===== src/inc/fap_pkg.sv =====
// Purpose: Shared constants for the flash access protection block.
// Assumes: Classic Wishbone slave, 32-bit data, byte addresses on wb_adr.
// Notes: Register map, code storage, flag positions and command fields follow.
package fap_pkg;
  // ---------------------------------------------------------------------------
  // Register map
  // ---------------------------------------------------------------------------
  localparam logic [7:0] FAP_ADR_MODE = 8'h00;
  localparam logic [7:0] FAP_ADR_CMD = 8'h04;
  localparam logic [7:0] FAP_ADR_STATUS = 8'h08;
  localparam logic [7:0] FAP_ADR_PROT = 8'h0c;
  localparam logic [7:0] FAP_ADR_DBG_ENTRY = 8'h10;
  localparam logic [7:0] FAP_ADR_DBG_CTRL = 8'h14;
  localparam logic [7:0] FAP_ADR_DBG_STAT = 8'h18;
  localparam logic [7:0] FAP_ADR_ID_BASE = 8'h20;
  // ---------------------------------------------------------------------------
  // Code storage
  // ---------------------------------------------------------------------------
  localparam int FAP_ID_BYTES = 10;
  localparam logic [15:0] FAP_ID_FLASH_FIRST = 16'h0070;
  localparam logic [15:0] FAP_ID_FLASH_LAST = 16'h0079;
  localparam logic [3:0] FAP_FLAG_BYTE = 4'h9;
  localparam int FAP_FLAG_BIT = 7;
  localparam logic [7:0] FAP_ERASED_BYTE = 8'hff;
  localparam logic [3:0] FAP_IDX_LAST = 4'h9;
  // ---------------------------------------------------------------------------
  // Protection flag positions
  // ---------------------------------------------------------------------------
  localparam int FAP_PROT_WRITE = 0;
  localparam int FAP_PROT_CHIP = 1;
  localparam int FAP_PROT_BLOCK = 2;
  localparam int FAP_PROT_READ = 3;
  localparam int FAP_PROT_BOOT = 4;
  localparam logic [4:0] FAP_PROT_RESET = 5'h00;
  // ---------------------------------------------------------------------------
  // Command fields, mode bits and status bits
  // ---------------------------------------------------------------------------
  typedef enum logic [1:0] {FAP_OP_READ, FAP_OP_WRITE, FAP_OP_BLOCK, FAP_OP_CHIP} fap_op_type;
  localparam int FAP_CMD_BOOT = 2;
  localparam int FAP_MODE_ACTIVE = 0;
  localparam int FAP_MODE_SELF = 1;
  localparam int FAP_STAT_GRANT = 1;
  localparam int FAP_STAT_REFUSE = 2;
endpackage


===== src/hdl/fap_id_compare.sv =====
// Purpose: Byte-serial comparison of an entered code against the stored code.
// Assumes: Inputs hold steady from start until done.
// Notes: One byte per cycle; done pulses ten cycles after the start edge.
module fap_id_compare (
  input wire logic clock,
  input wire logic rstn,
  input wire logic start,
  input wire logic [79:0] entered,
  input wire logic [79:0] stored,
  output logic done_r,
  output logic match_r
);
  typedef enum logic {FAP_CMP_IDLE, FAP_CMP_RUN} fap_cmp_type;
  fap_cmp_type state_r, state_nxt;
  logic [3:0] idx_r, idx_nxt;
  logic miss_r, miss_nxt;
  logic done_nxt, match_nxt;

  always_comb begin
    state_nxt = state_r;
    idx_nxt = idx_r;
    miss_nxt = miss_r;
    done_nxt = 1'b0;
    match_nxt = match_r;
    unique case (state_r)
      FAP_CMP_IDLE: begin
        if (start) begin
          state_nxt = FAP_CMP_RUN;
          idx_nxt = 4'h0;
          miss_nxt = 1'b0;
        end
      end
      FAP_CMP_RUN: begin
        // A single differing byte anywhere spoils the whole code.
        if (entered[idx_r * 8 +: 8] != stored[idx_r * 8 +: 8]) begin
          miss_nxt = 1'b1;
        end
        idx_nxt = idx_r + 4'h1;
        if (idx_r == fap_pkg::FAP_IDX_LAST) begin
          state_nxt = FAP_CMP_IDLE;
          done_nxt = 1'b1;
          match_nxt = !(miss_nxt);
        end
      end
    endcase
  end

  always_ff @(posedge clock) begin
    if (!rstn) begin
      state_r <= FAP_CMP_IDLE;
      idx_r <= 4'h0;
      miss_r <= 1'b0;
      done_r <= 1'b0;
      match_r <= 1'b0;
    end else begin
      state_r <= state_nxt;
      idx_r <= idx_nxt;
      miss_r <= miss_nxt;
      done_r <= done_nxt;
      match_r <= match_nxt;
    end
  end
endmodule // fap_id_compare


===== src/hdl/fap_flash_access_protection.sv =====
// Purpose: Gatekeeper for debug attach and programmer access to on-chip flash.
// Assumes: Classic Wishbone slave; one register per aligned word.
// Notes: The code bytes and protection flags stand for the flash extra area.
module fap_flash_access_protection (
  input wire logic clock,
  input wire logic rstn,
  input wire logic wb_cyc,
  input wire logic wb_stb,
  input wire logic wb_we,
  input wire logic [7:0] wb_adr,
  input wire logic [3:0] wb_sel,
  input wire logic [31:0] wb_dat_w,
  output logic [31:0] wb_dat_r,
  output logic wb_ack,
  output logic debug_granted,
  output logic op_granted,
  output logic op_refused
);
  // ---------------------------------------------------------------------------
  // State
  // ---------------------------------------------------------------------------
  logic [7:0] id_r [fap_pkg::FAP_ID_BYTES];
  logic [7:0] id_nxt [fap_pkg::FAP_ID_BYTES];
  logic [79:0] entry_r, entry_nxt;
  logic [79:0] id_flat;
  logic [4:0] prot_r, prot_nxt;
  logic [1:0] mode_r, mode_nxt;
  logic [7:0] rbyte_r, rbyte_nxt;
  logic [31:0] dat_r_nxt;
  logic ack_nxt;
  logic grant_r, grant_nxt;
  logic refuse_r, refuse_nxt;
  logic dbg_grant_r, dbg_grant_nxt;
  logic dbg_deny_r, dbg_deny_nxt;
  logic dbg_busy_r, dbg_busy_nxt;
  logic lock_r, lock_nxt;
  logic cmp_start;
  logic cmp_done;
  logic cmp_match;
  logic bus_req;
  logic bus_wr;
  logic [31:0] wdata;
  logic op_req;
  logic op_ok;
  logic reprog;
  logic chip_erased;
  fap_pkg::fap_op_type op_code;

  // ---------------------------------------------------------------------------
  // Helpers
  // ---------------------------------------------------------------------------
  function automatic logic [31:0] fap_lane_mask(input logic [3:0] sel, input logic [31:0] d);
    logic [31:0] m;
    m = 32'h0000_0000;
    for (int i = 0; i < 4; i++) begin
      m[i * 8 +: 8] = sel[i] ? d[i * 8 +: 8] : 8'h00;
    end
    return m;
  endfunction

  // Outside self-programming every active flag vetoes on its own, so restrictions add up; self-programming heeds only the boot flag.
  function automatic logic fap_op_allowed(input fap_pkg::fap_op_type op, input logic self_prog,
                                          input logic boot, input logic [4:0] p);
    logic ok;
    logic boot_lock;
    ok = 1'b0;
    boot_lock = boot && p[fap_pkg::FAP_PROT_BOOT];
    if (self_prog) begin
      unique case (op)
        fap_pkg::FAP_OP_READ: ok = 1'b1;
        fap_pkg::FAP_OP_WRITE: ok = !boot_lock;
        fap_pkg::FAP_OP_BLOCK: ok = !boot_lock;
        fap_pkg::FAP_OP_CHIP: ok = 1'b0;
      endcase
    end else begin
      unique case (op)
        fap_pkg::FAP_OP_READ: ok = !p[fap_pkg::FAP_PROT_READ];
        fap_pkg::FAP_OP_WRITE: ok = !p[fap_pkg::FAP_PROT_WRITE] && !boot_lock;
        fap_pkg::FAP_OP_BLOCK: ok = !p[fap_pkg::FAP_PROT_WRITE] && !p[fap_pkg::FAP_PROT_CHIP]
                                    && !p[fap_pkg::FAP_PROT_BLOCK] && !boot_lock;
        fap_pkg::FAP_OP_CHIP: ok = !p[fap_pkg::FAP_PROT_CHIP]
                                   && !p[fap_pkg::FAP_PROT_BOOT];
      endcase
    end
    return ok;
  endfunction

  // ---------------------------------------------------------------------------
  // Decode
  // ---------------------------------------------------------------------------
  assign bus_req = wb_cyc && wb_stb && !wb_ack;
  assign bus_wr = bus_req && wb_we;
  assign wdata = fap_lane_mask(wb_sel, wb_dat_w);
  assign op_code = fap_pkg::fap_op_type'(wdata[1:0]);
  // Programmer operations count only inside a reprogramming session.
  assign op_req = bus_wr && (wb_adr == fap_pkg::FAP_ADR_CMD) && mode_r[fap_pkg::FAP_MODE_ACTIVE];
  assign op_ok = fap_op_allowed(op_code, mode_r[fap_pkg::FAP_MODE_SELF],
                                wdata[fap_pkg::FAP_CMD_BOOT], prot_r);
  assign chip_erased = op_req && op_ok && (op_code == fap_pkg::FAP_OP_CHIP);
  assign reprog = op_req && op_ok && (op_code != fap_pkg::FAP_OP_READ);

  always_comb begin
    for (int i = 0; i < fap_pkg::FAP_ID_BYTES; i++) begin
      id_flat[i * 8 +: 8] = id_r[i];
    end
  end

  fap_id_compare u_compare (
    .clock(clock),
    .rstn(rstn),
    .start(cmp_start),
    .entered(entry_r),
    .stored(id_flat),
    .done_r(cmp_done),
    .match_r(cmp_match)
  );

  // ---------------------------------------------------------------------------
  // Next state
  // ---------------------------------------------------------------------------
  always_comb begin
    logic [3:0] idx;
    logic wr_boot;
    idx = wdata[7:4];
    wr_boot = wdata[fap_pkg::FAP_CMD_BOOT];
    id_nxt = id_r;
    entry_nxt = entry_r;
    prot_nxt = prot_r;
    mode_nxt = mode_r;
    rbyte_nxt = rbyte_r;
    grant_nxt = grant_r;
    refuse_nxt = refuse_r;
    dbg_grant_nxt = dbg_grant_r;
    dbg_deny_nxt = dbg_deny_r;
    dbg_busy_nxt = dbg_busy_r;
    lock_nxt = lock_r;
    cmp_start = 1'b0;
    ack_nxt = bus_req;
    dat_r_nxt = 32'h0000_0000;
    if (bus_wr) begin
      unique case (wb_adr)
        fap_pkg::FAP_ADR_MODE: begin
          mode_nxt = wdata[1:0];
        end
        fap_pkg::FAP_ADR_PROT: begin
          // Flags only ever gain bits here; clearing needs a chip erase.
          // An external change is blocked once chip erase protection is on.
          if (mode_r[fap_pkg::FAP_MODE_ACTIVE] && (mode_r[fap_pkg::FAP_MODE_SELF]
              || !prot_r[fap_pkg::FAP_PROT_CHIP])) begin
            prot_nxt = prot_r | wdata[4:0];
          end
        end
        fap_pkg::FAP_ADR_DBG_ENTRY: begin
          entry_nxt = {wdata[7:0], entry_r[79:8]};
        end
        fap_pkg::FAP_ADR_DBG_CTRL: begin
          if (wdata[0] && !dbg_busy_r) begin
            dbg_grant_nxt = 1'b0;
            // Flag clear: no comparison at all, and the port locks.
            if (!id_r[fap_pkg::FAP_FLAG_BYTE][fap_pkg::FAP_FLAG_BIT]) begin
              dbg_deny_nxt = 1'b1;
              lock_nxt = 1'b1;
            end else if (lock_r) begin
              dbg_deny_nxt = 1'b1;
            end else begin
              dbg_deny_nxt = 1'b0;
              dbg_busy_nxt = 1'b1;
              cmp_start = 1'b1;
            end
          end
        end
        default: begin
        end
      endcase
    end
    if (op_req) begin
      grant_nxt = op_ok;
      refuse_nxt = !op_ok;
      rbyte_nxt = 8'h00;
      if (op_ok) begin
        unique case (op_code)
          fap_pkg::FAP_OP_READ: begin
            if (idx < 4'(fap_pkg::FAP_ID_BYTES)) begin
              rbyte_nxt = id_r[idx];
            end
          end
          fap_pkg::FAP_OP_WRITE: begin
            // The code sits in the boot block, so writes must name it.
            if (wr_boot && idx < 4'(fap_pkg::FAP_ID_BYTES)) begin
              id_nxt[idx] = wdata[15:8];
            end
          end
          fap_pkg::FAP_OP_BLOCK: begin
            if (wr_boot) begin
              for (int i = 0; i < fap_pkg::FAP_ID_BYTES; i++) begin
                id_nxt[i] = fap_pkg::FAP_ERASED_BYTE;
              end
            end
          end
          fap_pkg::FAP_OP_CHIP: begin
            for (int i = 0; i < fap_pkg::FAP_ID_BYTES; i++) begin
              id_nxt[i] = fap_pkg::FAP_ERASED_BYTE;
            end
            prot_nxt = fap_pkg::FAP_PROT_RESET;
          end
        endcase
      end
    end
    // Any accepted change to flash lifts the prohibition lock.
    if (reprog) begin
      lock_nxt = 1'b0;
    end
    if (cmp_done) begin
      dbg_busy_nxt = 1'b0;
      dbg_grant_nxt = cmp_match;
      dbg_deny_nxt = !cmp_match;
    end
    if (bus_req && !wb_we) begin
      unique case (wb_adr)
        fap_pkg::FAP_ADR_MODE: dat_r_nxt = {30'h0, mode_r};
        fap_pkg::FAP_ADR_STATUS: dat_r_nxt = {16'h0, rbyte_r, 5'h0, refuse_r, grant_r, 1'b0};
        fap_pkg::FAP_ADR_PROT: dat_r_nxt = {27'h0, prot_r};
        fap_pkg::FAP_ADR_DBG_STAT: dat_r_nxt = {28'h0, lock_r, dbg_deny_r, dbg_grant_r,
                                                dbg_busy_r};
        default: dat_r_nxt = 32'h0000_0000;
      endcase
    end
  end

  // ---------------------------------------------------------------------------
  // Registers
  // ---------------------------------------------------------------------------
  always_ff @(posedge clock) begin
    if (!rstn) begin
      for (int i = 0; i < fap_pkg::FAP_ID_BYTES; i++) begin
        id_r[i] <= fap_pkg::FAP_ERASED_BYTE;
      end
      entry_r <= 80'h0;
      prot_r <= fap_pkg::FAP_PROT_RESET;
      mode_r <= 2'h0;
      rbyte_r <= 8'h00;
      grant_r <= 1'b0;
      refuse_r <= 1'b0;
      dbg_grant_r <= 1'b0;
      dbg_deny_r <= 1'b0;
      dbg_busy_r <= 1'b0;
      lock_r <= 1'b0;
      wb_ack <= 1'b0;
      wb_dat_r <= 32'h0000_0000;
      debug_granted <= 1'b0;
      op_granted <= 1'b0;
      op_refused <= 1'b0;
    end else begin
      id_r <= id_nxt;
      entry_r <= entry_nxt;
      prot_r <= prot_nxt;
      mode_r <= mode_nxt;
      rbyte_r <= rbyte_nxt;
      grant_r <= grant_nxt;
      refuse_r <= refuse_nxt;
      dbg_grant_r <= dbg_grant_nxt;
      dbg_deny_r <= dbg_deny_nxt;
      dbg_busy_r <= dbg_busy_nxt;
      lock_r <= lock_nxt;
      wb_ack <= ack_nxt;
      wb_dat_r <= dat_r_nxt;
      debug_granted <= dbg_grant_nxt;
      op_granted <= grant_nxt;
      op_refused <= refuse_nxt;
    end
  end
endmodule // fap_flash_access_protection


===== config.mk =====
export PLATFORM = sky130hd
export DESIGN_NAME = fap_flash_access_protection
export DESIGN_NICKNAME = d
export VERILOG_FILES = /design/src/inc/fap_pkg.sv /design/src/hdl/fap_id_compare.sv /design/src/hdl/fap_flash_access_protection.sv
export SDC_FILE = /design/constraint.sdc
export NUM_CORES = 1
export LEC_CHECK = 0
export ABC_CLOCK_PERIOD_IN_PS = 2240
export BUFFER_PORTS_ARGS = -buffer_cell sky130_fd_sc_hd__buf_4
export CAP_MARGIN = 15
export CELL_PAD_IN_SITES_DETAIL_PLACEMENT = 1
export CELL_PAD_IN_SITES_GLOBAL_PLACEMENT = 1
export CORE_ASPECT_RATIO = 1.4
export CORE_MARGIN = 2
export CORE_UTILIZATION = 41
export CTS_CLUSTER_DIAMETER = 120
export DETAILED_ROUTE_END_ITERATION = 16
export PLACE_DENSITY_LB_ADDON = 0.2
export SLEW_MARGIN = 40
export SYNTH_ARGS = -nofsm -noshare
export SYNTH_HDL_FRONTEND = slang
export SYNTH_HIERARCHICAL = 1
export SYNTH_SLANG_ARGS = --single-unit

===== constraint.sdc =====
create_clock -name clock -period 2.24 [get_ports clock]
set_input_delay 0 -clock clock [delete_from_list [all_inputs] [get_ports clock]]
set_output_delay 0 -clock clock [all_outputs]
set_load 0.01 [all_outputs]

==> results.yml <==
global_routing:
  antenna_found_initial: 0
  grt_max_degree: 167
  overflow: 0
  grt_pass1_wl_microns: 53900
  grtUsageTotal: 0.268
  grt_pass1_vias: 9486
drt:
  post_drt_wl_per_cell_microns: 21.5
  vias: 9190
  drtIter0Drc: 563
  wl_microns: 34700
  antenna_left: 0
  drc_errors: 0
  avgViaCountPerCell: 5.70
  dr.pass1.iters: 4
clock_tree:
  cts_sinks: 203
  clock_latency_ns: 0.52
  cts_buffers: 21
  clk_path_buf_depth: 3
  h-tree-depth: 1
  clkTransAtPathRegs_ns: 0.06
  cts-root-buf: "clkbuf_16"
  cts_tree: "built"
setup_path:
  critPathKind: "reg -> reg"
  critical_path_arrival_ns: 3.03
  worstPathRequired_ns: 2.64
  endpoint_kind: "register"
  critPathMaxFanout: 3
  start_kind: "register"
sta:
  tightestPinTransition_ns: 0.796
  finalCriticalPeriod_ns: 2.64
  rsz0062_at_grt: "yes"
  fin_worst_skew_ns: 0.0157
  hold_violations: 0
  report.final.slew_viol_count: 0
  fin_crit_sh: 1.18
  max_freq_mhz: 379
  layout_setup_ws_ns: -0.395
  relSlewSlack: 0.469
  setup_tns_ns: -0.710
  setup_viol: 2
synth:
  synth_edf_count: 0
  ys_seq_elements: 203
  synth.avg_cell_area_sq_um: 8.83
  synthFlopType: "dfxtp_1"
  synth.distinct_cells: 79
  synthArstFlopShare: 0
  yosysWarnings: 6
  synthCells: 1133
  yosysSeqAreaShare: 0.406
  syn_area_sq_um: 10000
outcome:
  violations: "negative setup slack"
  outcome: "finished with violations"
pwr:
  cellPowerDensity_nw_per_um2: 608
  switching_share: 0.232
  pwr-share-seq: 0.465
  p_leak_uw: 0.00462
  clockPowerShare: 0.481
  ir_worst_vdd_v: 0.000509
  p_switching_uw: 1800
  comb_power_share: 0.053
  internal_power_uw: 5950
  finalPower_uw: 7750
placement:
  hpwl_microns: 23300
  place.gp.congestion: 0.835
  portBuffers: 47
  dp.cells: 1534
  dpl_worst_slack_ns: -0.539
  placed_area_sq_um: 11400
floorplan:
  io_pins: 85
  die_h_microns: 189
  die_w_microns: 136
  core_sq_um: 24000
  start_util: 0.417
  die_area_sq_um: 25700
  std_cell_rows: 67
cells_and_area:
  stdcell_count: 1612
  layout-drive-gt1-share: 0.227
  antennaDiodeCount: 0
  syn_to_final_growth_pct: 27.4
  final_common_cell: "dfxtp_1"
  nFillCells: 2776
  num-nets-final: 1338
  final_area_sq_um: 12800
  final_cell_mix: "201 x dfxtp_1, 180 x nand2_1, 165 x buf_4"
run:
  maxCapViolCount: 0
min_path:
  min_path_type: "in -> reg"
==> cell usage after synthesis, types with 5 or more instances <==
| master | number | area (sq um) |
|---|---|---|
| buf_2 | 12 | 60.1 |
| mux4_2 | 17 | 383 |
| nand2b_1 | 6 | 37.5 |
| nor4_1 | 12 | 75.1 |
| nor3_1 | 29 | 145 |
| and2_1 | 12 | 75.1 |
| a311oi_1 | 7 | 61.3 |
| o21ai_1 | 5 | 25.0 |
| nand4_1 | 8 | 50.1 |
| o211a_1 | 5 | 50.1 |
| buf_6 | 8 | 90.1 |
| xnor2_1 | 6 | 52.6 |
| dfxtp_1 | 203 | 4060 |
| xor2_1 | 12 | 105 |
| a21oi_1 | 100 | 500 |
| o2bb2ai_1 | 9 | 78.8 |
| inv_1 | 11 | 41.3 |
| nor2_1 | 110 | 413 |
| mux2i_1 | 114 | 1140 |
| o21ai_0 | 14 | 70.1 |
| nor4bb_1 | 9 | 90.1 |
| buf_4 | 27 | 203 |
| mux2_2 | 11 | 124 |
| o211ai_1 | 11 | 82.6 |
| nand3_1 | 15 | 75.1 |
| nand2_1 | 180 | 676 |
| and3_1 | 5 | 31.3 |
| o32a_1 | 7 | 70.1 |
| nor3b_1 | 6 | 45.0 |
| buf_1 | 6 | 22.5 |
| o22ai_1 | 15 | 93.8 |
| clkbuf_1 | 50 | 188 |
| nor2b_1 | 9 | 56.3 |
==> kinds of logic (layout without fill, tap and decap cells) <==
group                      count (synthesis)  in the layout  synth area share
AOI/OAI and AO/OA                        216            216             0.144
xor gates and xnor gates                  18             18            0.0158
adders and majority gates                  2              2           0.00250
buffers and inverters                    118            269            0.0636
DFF                                      203            203             0.406
muxes                                    142            142             0.165
other                                      1             19          0.000375
and+or+nand+nor                          433            433             0.203
==> final timing paths <==
check                      from          endpoint  slack, ns  cells past startpoint
max          u_compare/idx_r[1]  u_compare/miss_r      -0.40                      9
min                 wb_dat_w[0]         prot_r[0]       0.02                      3
max reg2reg  u_compare/idx_r[1]  u_compare/miss_r      -0.40                      9
min reg2reg          rbyte_r[1]        rbyte_r[1]       0.46                      1
==> final cells by class <==
type	instances	area [sq um]	share of cell area
multi-input cells	830	5500	0.431
flip-flops and latches	203	4070	0.319
repair buffers	218	2020	0.158
clock buffers	29	596	0.0467
well taps	310	388	0.0304
clock inverters	9	126	0.00991
inverters	13	51.3	0.00402
==> stage by stage <==
| stage | hold WS (ns) | utilization |
|---|---|---|
| after floorplan | 0.143 | - |
| after global placement | 0.279 | 0.477 |
| after detailed placement | 0.281 | 0.477 |
| after CTS | 0.00101 | 0.531 |
| after global routing | 0.0405 | 0.532 |
| final | 0.0209 | 0.532 |
==> state kept, by name, summed over array words and instances, names as in the netlist, 2 cells and up <==
| signal | count |
|---|---|
| entry_r | 80 |
| id_flat | 80 |
| mode_r | 2 |
| prot_r | 5 |
| rbyte_r | 8 |
| u_compare/idx_r | 4 |
| wb_dat_r | 13 |
==> critical path: stages (launching register included) <==
cell and delay, ns:
dfxtp_4 0.39, buf_12 0.11, buf_4 0.11, mux4_2 0.52, o22ai_1 0.21, nor3_1 0.10, nor3_1 0.28, o22ai_1 0.14
or4_4 0.45, a31o_1 0.22
==> metal layers <==
| layer | vias to the layer above | part of all wire | global-route usage |
|---|---|---|---|
| li1 | 4287 | - | - |
| met1 | 4604 | 0.41 | 0.324 |
| met2 | 218 | 0.51 | 0.480 |
| met3 | 81 | 0.038 | 0.0311 |
| met4 | 0 | 0.039 | 0.107 |
| met5 | - | 0 | 0 |
==> power by group through the flow <==
stage,Combinational [uW],Sequential [uW],Clock (uW)
2_1_floorplan,234,3690,0
3_3_place_gp,366,3690,0
3_5_place_dp,369,3690,0
4_1_cts,400,3610,3790
5_1_grt,436,3600,3930
6_report,413,3610,3730
==> repair_timing <==
item	CTS	global route
endpoints found under the hold margin	100	0
pin swaps	15	2
hold buffers	27	0
setup endpoints to repair	2	42
resized for setup	29	8
buffers inserted	11	1
cloned	1	1
Note: power is estimated with default switching activity, not from simulation.
